## src/aisc_defines.vh

```
// Register offsets, field positions, reset values and decode constants
`ifndef AISC_DEFINES_VH
`define AISC_DEFINES_VH
`define AISC_ADDR_W 8
`define AISC_DATA_W 16
`define AISC_INPUT_CFG_ADDR 8'hC4
`define AISC_POWER_DOWN_ADDR 8'hC5
`define AISC_INPUT_CFG_RESET 16'h0000
`define AISC_POWER_DOWN_RESET 16'h0000
`define AISC_UNMAPPED_DATA 16'h0000
`define AISC_PERCH_GAIN_BIT 15
`define AISC_GAIN_HI 14
`define AISC_GAIN_LO 13
`define AISC_HPF_DIS_BIT 12
`define AISC_CFG_SPARE_BIT 11
`define AISC_CLAMP_HI 10
`define AISC_CLAMP_LO 9
`define AISC_TERM_EN_BIT 8
`define AISC_GTERM_HI 7
`define AISC_GTERM_LO 6
`define AISC_IND_RES_EN_BIT 5
`define AISC_IND_RES_HI 4
`define AISC_IND_RES_LO 0
`define AISC_GLOBAL_POWER_DOWN_BIT 15
`define AISC_QUICK_PDWN_BIT 14
`define AISC_AMP_PDWN_BIT 13
`define AISC_ATT_PDWN_BIT 12
`define AISC_PMODE_HI 11
`define AISC_PMODE_LO 10
`define AISC_LOW_NOISE_FIGURE_ENABLE_BIT 9
`define AISC_PD_ZERO_BIT 8
`define AISC_PAIR_HI 7
`define AISC_PAIR_LO 0
`define AISC_GAIN_18DB 2'b00
`define AISC_GAIN_24DB 2'b01
`define AISC_GAIN_12DB 2'b10
`define AISC_GAIN_RSVD 2'b11
`define AISC_GTERM_50 2'b00
`define AISC_CODE_HIGHZ 5'h00
`define AISC_CODE_50 5'h01
`define AISC_CODE_100 5'h02
`define AISC_CODE_200 5'h04
`define AISC_CODE_400 5'h08
`define AISC_CODE_150 5'h01
`define AISC_CODE_300 5'h02
`define AISC_CODE_600 5'h04
`define AISC_CODE_90 5'h01
`define AISC_CODE_180 5'h02
`define AISC_CODE_360 5'h04
`define AISC_CODE_720 5'h08
`define AISC_CODE_1200 5'h08
`endif

```

## src/aisc_input_stage.v

```verilog
// Input stage and power-down configuration register bank with decoded outputs
`timescale 1ns/1ps
module aisc_input_stage
(
    input wire mclk_i,
    input wire reset_n_i,
    input wire [7:0] addr_i,
    input wire [15:0] wdata_i,
    input wire wr_i,
    input wire rd_i,
    output reg [15:0] rdata_o,
    output reg per_channel_amp_gain_enable_o,
    output reg [1:0] global_amp_gain_o,
    output reg amp_gain_reserved_o,
    output reg amp_highpass_disable_o,
    output reg [1:0] input_clamp_level_o,
    output reg active_termination_enable_o,
    output reg [4:0] termination_code_o,
    output reg termination_high_z_o,
    output reg global_power_down_o,
    output reg quick_wake_power_down_o,
    output reg amp_power_down_o,
    output reg attenuator_gain_stage_power_down_o,
    output reg [1:0] power_mode_select_o,
    output reg low_noise_figure_enable_o,
    output reg [7:0] pair_power_down_o
);
`include "aisc_defines.vh"
    reg [15:0] input_cfg_reg;
    reg [15:0] power_down_reg;
    reg [15:0] rdata_next;
    reg [4:0] term_code_next;
    wire [4:0] auto_code;
    wire [1:0] gain_sel;
    wire [1:0] gterm_sel;
    wire ind_en;
    wire [4:0] ind_code;

    assign gain_sel = input_cfg_reg[`AISC_GAIN_HI:`AISC_GAIN_LO];
    assign gterm_sel = input_cfg_reg[`AISC_GTERM_HI:`AISC_GTERM_LO];
    assign ind_en = input_cfg_reg[`AISC_IND_RES_EN_BIT];
    assign ind_code = input_cfg_reg[`AISC_IND_RES_HI:`AISC_IND_RES_LO];

    aisc_term_map aisc_term_map_i
    (
        .gain_i(gain_sel),
        .sel_i(gterm_sel),
        .code_o(auto_code)
    );

    always @*
    begin
        // Individual code overrides the automatic mapping only when enabled
        if (ind_en)
        begin
            term_code_next = ind_code;
        end
        else
        begin
            term_code_next = auto_code;
        end
    end

    always @*
    begin
        case (addr_i)
            `AISC_INPUT_CFG_ADDR: rdata_next = input_cfg_reg;
            `AISC_POWER_DOWN_ADDR: rdata_next = power_down_reg;
            default: rdata_next = `AISC_UNMAPPED_DATA;
        endcase
    end

    // All bits are stored as written; reserved values are flagged, not blocked
    always @(posedge mclk_i or negedge reset_n_i)
    begin
        if (!reset_n_i)
        begin
            input_cfg_reg <= `AISC_INPUT_CFG_RESET;
        end
        else if (wr_i && addr_i == `AISC_INPUT_CFG_ADDR)
        begin
            input_cfg_reg <= wdata_i;
        end
    end

    always @(posedge mclk_i or negedge reset_n_i)
    begin
        if (!reset_n_i)
        begin
            power_down_reg <= `AISC_POWER_DOWN_RESET;
        end
        else if (wr_i && addr_i == `AISC_POWER_DOWN_ADDR)
        begin
            power_down_reg <= wdata_i;
        end
    end

    // Read data stands only in the cycle after the strobe, so stale words never linger
    always @(posedge mclk_i or negedge reset_n_i)
    begin
        if (!reset_n_i)
        begin
            rdata_o <= 16'h0000;
        end
        else if (rd_i)
        begin
            rdata_o <= rdata_next;
        end
        else
        begin
            rdata_o <= 16'h0000;
        end
    end

    // Decoded outputs lag the register by one cycle so every output is a flop
    always @(posedge mclk_i or negedge reset_n_i)
    begin
        if (!reset_n_i)
        begin
            per_channel_amp_gain_enable_o <= 1'b0;
        end
        else
        begin
            per_channel_amp_gain_enable_o <= input_cfg_reg[`AISC_PERCH_GAIN_BIT];
        end
    end

    always @(posedge mclk_i or negedge reset_n_i)
    begin
        if (!reset_n_i)
        begin
            global_amp_gain_o <= 2'b00;
        end
        else
        begin
            global_amp_gain_o <= gain_sel;
        end
    end

    always @(posedge mclk_i or negedge reset_n_i)
    begin
        if (!reset_n_i)
        begin
            amp_gain_reserved_o <= 1'b0;
        end
        else
        begin
            amp_gain_reserved_o <= (gain_sel == `AISC_GAIN_RSVD);
        end
    end

    always @(posedge mclk_i or negedge reset_n_i)
    begin
        if (!reset_n_i)
        begin
            amp_highpass_disable_o <= 1'b0;
        end
        else
        begin
            amp_highpass_disable_o <= input_cfg_reg[`AISC_HPF_DIS_BIT];
        end
    end

    always @(posedge mclk_i or negedge reset_n_i)
    begin
        if (!reset_n_i)
        begin
            input_clamp_level_o <= 2'b00;
        end
        else
        begin
            input_clamp_level_o <= input_cfg_reg[`AISC_CLAMP_HI:`AISC_CLAMP_LO];
        end
    end

    always @(posedge mclk_i or negedge reset_n_i)
    begin
        if (!reset_n_i)
        begin
            active_termination_enable_o <= 1'b0;
        end
        else
        begin
            active_termination_enable_o <= input_cfg_reg[`AISC_TERM_EN_BIT];
        end
    end

    always @(posedge mclk_i or negedge reset_n_i)
    begin
        if (!reset_n_i)
        begin
            termination_code_o <= 5'h00;
        end
        else
        begin
            termination_code_o <= term_code_next;
        end
    end

    // High impedance during reset matches the zero code held there
    always @(posedge mclk_i or negedge reset_n_i)
    begin
        if (!reset_n_i)
        begin
            termination_high_z_o <= 1'b1;
        end
        else
        begin
            termination_high_z_o <= (term_code_next == `AISC_CODE_HIGHZ);
        end
    end

    always @(posedge mclk_i or negedge reset_n_i)
    begin
        if (!reset_n_i)
        begin
            global_power_down_o <= 1'b0;
        end
        else
        begin
            global_power_down_o <= power_down_reg[`AISC_GLOBAL_POWER_DOWN_BIT];
        end
    end

    always @(posedge mclk_i or negedge reset_n_i)
    begin
        if (!reset_n_i)
        begin
            quick_wake_power_down_o <= 1'b0;
        end
        else
        begin
            quick_wake_power_down_o <= power_down_reg[`AISC_QUICK_PDWN_BIT];
        end
    end

    always @(posedge mclk_i or negedge reset_n_i)
    begin
        if (!reset_n_i)
        begin
            amp_power_down_o <= 1'b0;
        end
        else
        begin
            amp_power_down_o <= power_down_reg[`AISC_AMP_PDWN_BIT];
        end
    end

    always @(posedge mclk_i or negedge reset_n_i)
    begin
        if (!reset_n_i)
        begin
            attenuator_gain_stage_power_down_o <= 1'b0;
        end
        else
        begin
            attenuator_gain_stage_power_down_o <= power_down_reg[`AISC_ATT_PDWN_BIT];
        end
    end

    always @(posedge mclk_i or negedge reset_n_i)
    begin
        if (!reset_n_i)
        begin
            power_mode_select_o <= 2'b00;
        end
        else
        begin
            power_mode_select_o <= power_down_reg[`AISC_PMODE_HI:`AISC_PMODE_LO];
        end
    end

    always @(posedge mclk_i or negedge reset_n_i)
    begin
        if (!reset_n_i)
        begin
            low_noise_figure_enable_o <= 1'b0;
        end
        else
        begin
            low_noise_figure_enable_o <= power_down_reg[`AISC_LOW_NOISE_FIGURE_ENABLE_BIT];
        end
    end

    // One flop per channel pair; each pair powers down on its own bit
    genvar pair_idx;
    generate
        for (pair_idx = 0; pair_idx < 8; pair_idx = pair_idx + 1)
        begin
            always @(posedge mclk_i or negedge reset_n_i)
            begin
                if (!reset_n_i)
                begin
                    pair_power_down_o[pair_idx] <= 1'b0;
                end
                else
                begin
                    pair_power_down_o[pair_idx] <= power_down_reg[`AISC_PAIR_LO + pair_idx];
                end
            end
        end
    endgenerate
endmodule

```

## src/aisc_term_map.v

```verilog
// Combinational map from global termination select and amp gain to resistor code
`timescale 1ns/1ps
module aisc_term_map
(
    input wire [1:0] gain_i,
    input wire [1:0] sel_i,
    output reg [4:0] code_o
);
`include "aisc_defines.vh"
    always @*
    begin
        code_o = `AISC_CODE_HIGHZ;
        case (gain_i)
            `AISC_GAIN_24DB:
            begin
                // 50, 100, 200, 400 ohm map to one resistor branch each
                case (sel_i)
                    2'b00: code_o = `AISC_CODE_50;
                    2'b01: code_o = `AISC_CODE_100;
                    2'b10: code_o = `AISC_CODE_200;
                    default: code_o = `AISC_CODE_400;
                endcase
            end
            `AISC_GAIN_18DB:
            begin
                // No exact 50, 100 or 200 ohm code at 18 dB; the nearest impedance is used
                case (sel_i)
                    2'b00: code_o = 5'h07;
                    2'b01: code_o = 5'h0E;
                    2'b10: code_o = 5'h1C;
                    default: code_o = 5'h18;
                endcase
            end
            `AISC_GAIN_12DB:
            begin
                case (sel_i)
                    2'b00: code_o = `AISC_CODE_HIGHZ;
                    2'b01: code_o = 5'h03;
                    2'b10: code_o = 5'h06;
                    default: code_o = 5'h0C;
                endcase
            end
            default: code_o = `AISC_CODE_HIGHZ;
        endcase
    end
endmodule

```

## config.mk

```make
export PLATFORM = sky130hd
export DESIGN_NAME = aisc_input_stage
export DESIGN_NICKNAME = d
export VERILOG_FILES = /design/src/aisc_input_stage.v /design/src/aisc_term_map.v
export VERILOG_INCLUDE_DIRS = /design/src
export SDC_FILE = /design/constraint.sdc
export NUM_CORES = 1
export LEC_CHECK = 0
export BUFFER_PORTS_ARGS = -buffer_cell sky130_fd_sc_hd__clkbuf_2
export CAP_MARGIN = 40
export CORE_ASPECT_RATIO = 0.6
export CORE_MARGIN = 8
export CORE_UTILIZATION = 56
export DETAILED_ROUTE_END_ITERATION = 8
export GPL_TIMING_DRIVEN = 0
export PLACE_DENSITY_LB_ADDON = 0.3
export SETUP_SLACK_MARGIN = 0.5
export SLEW_MARGIN = 20
export SYNTH_ARGS = -nofsm -noshare
export SYNTH_HDL_FRONTEND = slang
export SYNTH_SLANG_ARGS = --single-unit
```

## constraint.sdc

```tcl
create_clock -name mclk_i -period 3.8 [get_ports mclk_i]
set_clock_uncertainty 0.1 [all_clocks]
set_input_delay 0.19 -clock mclk_i [delete_from_list [all_inputs] [get_ports mclk_i]]
set_output_delay 0.19 -clock mclk_i [all_outputs]
set_load 0.1 [all_outputs]
```

# Word level (Yosys, flattened, before mapping)
# Cells that the tools add are included.
# op_classes
reduce_logical,5
eq_ne,7
muxes,7
# ops
operator,n
16-bit case mux with 2 select lines,1
5-bit case mux with 3 select lines,2
4-bit case mux with 3 select lines,2
"8-bit == test, second input constant",2
16-bit two-way mux,1
"2-bit == test, second input constant",3
5-bit logical NOT,1
5-bit two-way mux,1
"2-bit by 1-bit == test with 1-bit output, second input constant",2
2-bit logical NOT,2
1-bit logical AND,2
# totals
inputBits,28
register_bits,77

# Depth between registers and ports, before layout
# depth
ltp_word,5
mapped_depth,6
depth_no_buf,6

# Hierarchy
# Synthesis repeated with hierarchy kept, for this count alone.
# unflattened
hier_cells,190
hier_area_um2,2939.1
# by_module_without_submodules
mod,n_inst,area_per_inst_um2,cells_each
aisc_input_stage,1,2756.4,164
aisc_term_map,1,182.7,26

# Worst setup path before layout
# OpenSTA, ideal clock, no wires.
# synth_path
path_kind,input to register
start,input addr_i[1]
end,register input_cfg_reg[10]
setup_ps,125
path_slack_ps,2062
t_required_ps,3575
stages,5
arrival_time_ps,1513
path_cell_list,or3b_1 nor4_4 nand3b_4 buf_6 mux2_4
# synth_via
elab_chain_cells,2
# synth_lines
element,line_no,text
from (decl),aisc_input_stage.v:7,"input wire [7:0] addr_i,"
8-bit == test,-,
1-bit logical AND (no source line),-,
to (signal assigned),aisc_input_stage.v:78,input_cfg_reg <= `AISC_INPUT_CFG_RESET;
to (signal assigned),aisc_input_stage.v:82,input_cfg_reg <= wdata_i;
to (decl),aisc_input_stage.v:29,reg [15:0] input_cfg_reg;
# Every way passes these cells.
# A chain may end at the register's enable or synchronous reset.

# Worst setup path in the final report
# layout_path
start,register input_cfg_reg[6]
end,register termination_high_z_o
# layout_via
elab_chain_cells,5
elab_cells_between_ends,9
classes_between,eq/ne: 2; mux: 5; reduce/logical: 2
# layout_lines
element,line_no,text
"2-bit == test, or another cell as far along","aisc_term_map.v:17, aisc_term_map.v:27, aisc_term_map.v:36",
"4-bit case mux with 3 select lines, or another cell as far along",aisc_term_map.v:36,case (sel_i)
5-bit case mux with 3 select lines (*),aisc_term_map.v:13,case (gain_i)
5-bit two-way mux (*),aisc_input_stage.v:54,if (ind_en)
net term_code_next[0],aisc_input_stage.v:32,reg [4:0] term_code_next;
5-bit logical NOT (no source line) (*),-,
to (signal assigned),aisc_input_stage.v:209,termination_high_z_o <= (term_code_next == `AISC_CODE_HIGHZ);
to (decl),aisc_input_stage.v:19,"output reg termination_high_z_o,"
# Mark *: on every way through the listed nets, which the timed path passes. The rest lies on a longest branch.

==> flow_metrics.tcl <==
set metrics [dict create \
    synth_cell_types 31 \
    dieArea_mm2 0.00791 \
    grt_max_degree 56 \
    stdcell_count 360 \
    syn_area_mm2 0.00294 \
    crit_path_max_incr_delay_ps 440 \
    yosysWarnings 0 \
    critical_path_class "register to register" \
    postRouteAntennaNets 0 \
    core_area_mm2 0.00505 \
    placed_cells 328 \
    cts.sinks 77 \
    cp_num_cells 6 \
    ys_seq_area_frac 0.655 \
    cellPowerDensity_mw_per_mm2 463 \
    n_fill_cell 322 \
    synth_top_area_frac 0.646 \
    first_iter_violations 66 \
    synthArstFlopShare 1.00 \
    syn-num-nets 223 \
    worstSetupStartpoint "input_cfg_reg[6]" \
    fmax_mhz 540 \
    maxCapViolCount 0 \
    crit_end "termination_high_z_o" \
    rows 20 \
    route.detailed.drc 0 \
    endpoint_kind "register" \
    rr_endpoint "termination_high_z_o" \
    vias 1821 \
    vias_per_cell 5.06 \
    drt_wl_total_mm 6.18 \
    p_leak_nw 2.03 \
    wl_met1_mm 2.72 \
    critical-path-top-delay-family "compound AO/OA/AOI/OAI gates" \
    reg2reg_from "input_cfg_reg[6]" \
    clock_path_buffers 2 \
    diodes 0 \
    vdd_drop_max_mv 0.284 \
    dr_wl_met2_mm 2.94 \
    min_path_type "primary input to register" \
    first_global_vias 1994 \
    crit_fanout 5 \
    cts_tree "yes" \
    status "finished, final reports clean" \
    grt_pass1_wl_mm 10.2 \
    netlist_top_cells_count "dfrtp_1, mux2_4, nor2_1, mux2i_1, mux2_2" \
    setup_viol 0 \
    areaGrowthSynthToFinish_pct 28.4 \
    path_buf_inv 1 \
    yosysMostFrequentCell "dfrtp_1" \
    synth-seq-cells 77 \
    ys.flop_type "dfrtp_1" \
    synth.area.top_cells "dfrtp_1, mux2_4, mux2i_1, mux2_2, nor2_1" \
    clk_pin_slew_ps 70 \
    clk_latency_ps 350 \
    drive_above_1_share 0.429 \
    cts_buffers 9 \
    path_cells "inv_1, ha_1, nor2b_1, a311oi_1, a21oi_1, nor4_1" \
    critPathLaunchType "register" \
    synth-edff-count 0 \
    wl_per_cell_um 17.2 \
    reg2regPathDepth 6 \
    die_h_um 72.2 \
    overflow 0 \
    worstPathRequired_ps 3940 \
    layout.nets 323 \
    slowest_stage "dfrtp_1" \
    wl_met3_um 437 \
    drtPass1Iterations 5 \
    cts-resized-gates 0 \
    slew_headroom 0.467 \
    cts_root_buf "clkbuf_8" \
    min_period_ps 1850 \
    gp_congestion 0.778 \
    start_util 0.582 \
    final_core_util 0.748 \
    die_w_um 110 \
    io_buffers 71 \
    rsz0062_at_grt "false" \
    post-route-period-util 0.488 \
    worst_pin_slew_ps 799 \
    finalHoldViolCount 0 \
    syn_avg_cell_area_um2 15.5 \
    antenna_found_initial 0 \
    drv_slew 0 \
    yosysTopAreaCell "dfrtp_1" \
    p_total_mw 1.75 \
    htreeDepth 3 \
    arrival_ps 2000 \
    pin_count 73 \
    rrSetupSlack_ps 1950 \
    topRoutingLayerUsed "met4" \
    grt_use_total 0.170 \
    fin_tns_setup_ps 0 \
    netlist_instances 190 \
    whs_ps 171 \
    dpl.hpwl_mm 4.24 \
]
==> layer usage <==
metal	global-route usage	up-vias
met2	0.256	62
met5	0	-
li1	-	854
met1	0.216	893
met3	0.0690	12
met4	0.0610	0
==> cell type report <==
type,count,area (µm²),area share
Clock inverter,4,47.5,0.0126
Sequential cell,77,1930,0.510
Buffer,8,46.3,0.0122
Multi-Input combinational cell,100,951,0.251
Tap cell,66,82.6,0.0218
Clock buffer,11,151,0.0400
Inverter,5,18.8,0.00496
Timing Repair Buffer,89,556,0.147
==> cell families (layout without fill, tap and decap cells) <==
| group | Yosys count | count (layout) | synth area share |
|---|---|---|---|
| fa+ha+maj | 5 | 5 | 0.0212 |
| mux | 48 | 48 | 0.202 |
| simple gates | 37 | 37 | 0.0761 |
| flops | 77 | 77 | 0.655 |
| compound gates | 10 | 10 | 0.0234 |
| buf+inv | 13 | 117 | 0.0221 |
==> repair_timing <==
action,CTS,global route
setup buffers,0,0
endpoints found under the hold margin,53,0
setup endpoints to repair,0,0
hold buffers,17,0
==> report_power, final <==
part	total [mW]	internal, mW	switching, mW
clock network	0.609	0.333	0.276
logic	0.270	0.0718	0.198
registers	0.873	0.853	0.0200
total	1.75	1.26	0.495
==> worst min-delay path by stage <==
stage / start / to / slack [ps] / cells past startpoint
2_1_floorplan: reset_n_i / active_termination_enable_o / -210 / 0
3_3_place_gp: power_down_reg[4] / pair_power_down_o[4] / 280 / 0
3_5_place_dp: reset_n_i / global_power_down_o / 40 / 1
4_1_cts: rd_i / rdata_o[15] / 160 / 3
5_1_grt: rd_i / rdata_o[1] / 180 / 3
6_report: rd_i / rdata_o[1] / 170 / 3
==> worst register-to-register path, cell delays in order (launching register included) <==
cell,delay [ps]
dfrtp_1,440
inv_1,120
ha_1,210
nor2b_1,120
a311oi_1,320
a21oi_1,140
nor4_1,290
==> stage by stage <==
step / area [µm²] / setup WS (ps)
after floorplan: 2940 / 2060
after global placement: 3380 / 1800
after detailed placement: 3410 / 1750
after CTS: 3780 / 1970
after global routing: 3780 / 1890
final: 3780 / 1950
==> placed cells by master, fill, tap and decap left out, types with 4 or more instances in the layout <==
| master | count |
|---|---|
| mux2i_1 | 16 |
| mux2_2 | 12 |
| a21oi_1 | 4 |
| nand2_1 | 5 |
| clkbuf_1 | 4 |
| clkbuf_8 | 11 |
| dfrtp_1 | 76 |
| ha_1 | 5 |
| dlygate4sd3_1 | 17 |
| nor2_1 | 19 |
| clkbuf_2 | 70 |
| inv_1 | 5 |
| mux2_4 | 20 |
Note: power is estimated with default switching activity, not from simulation.
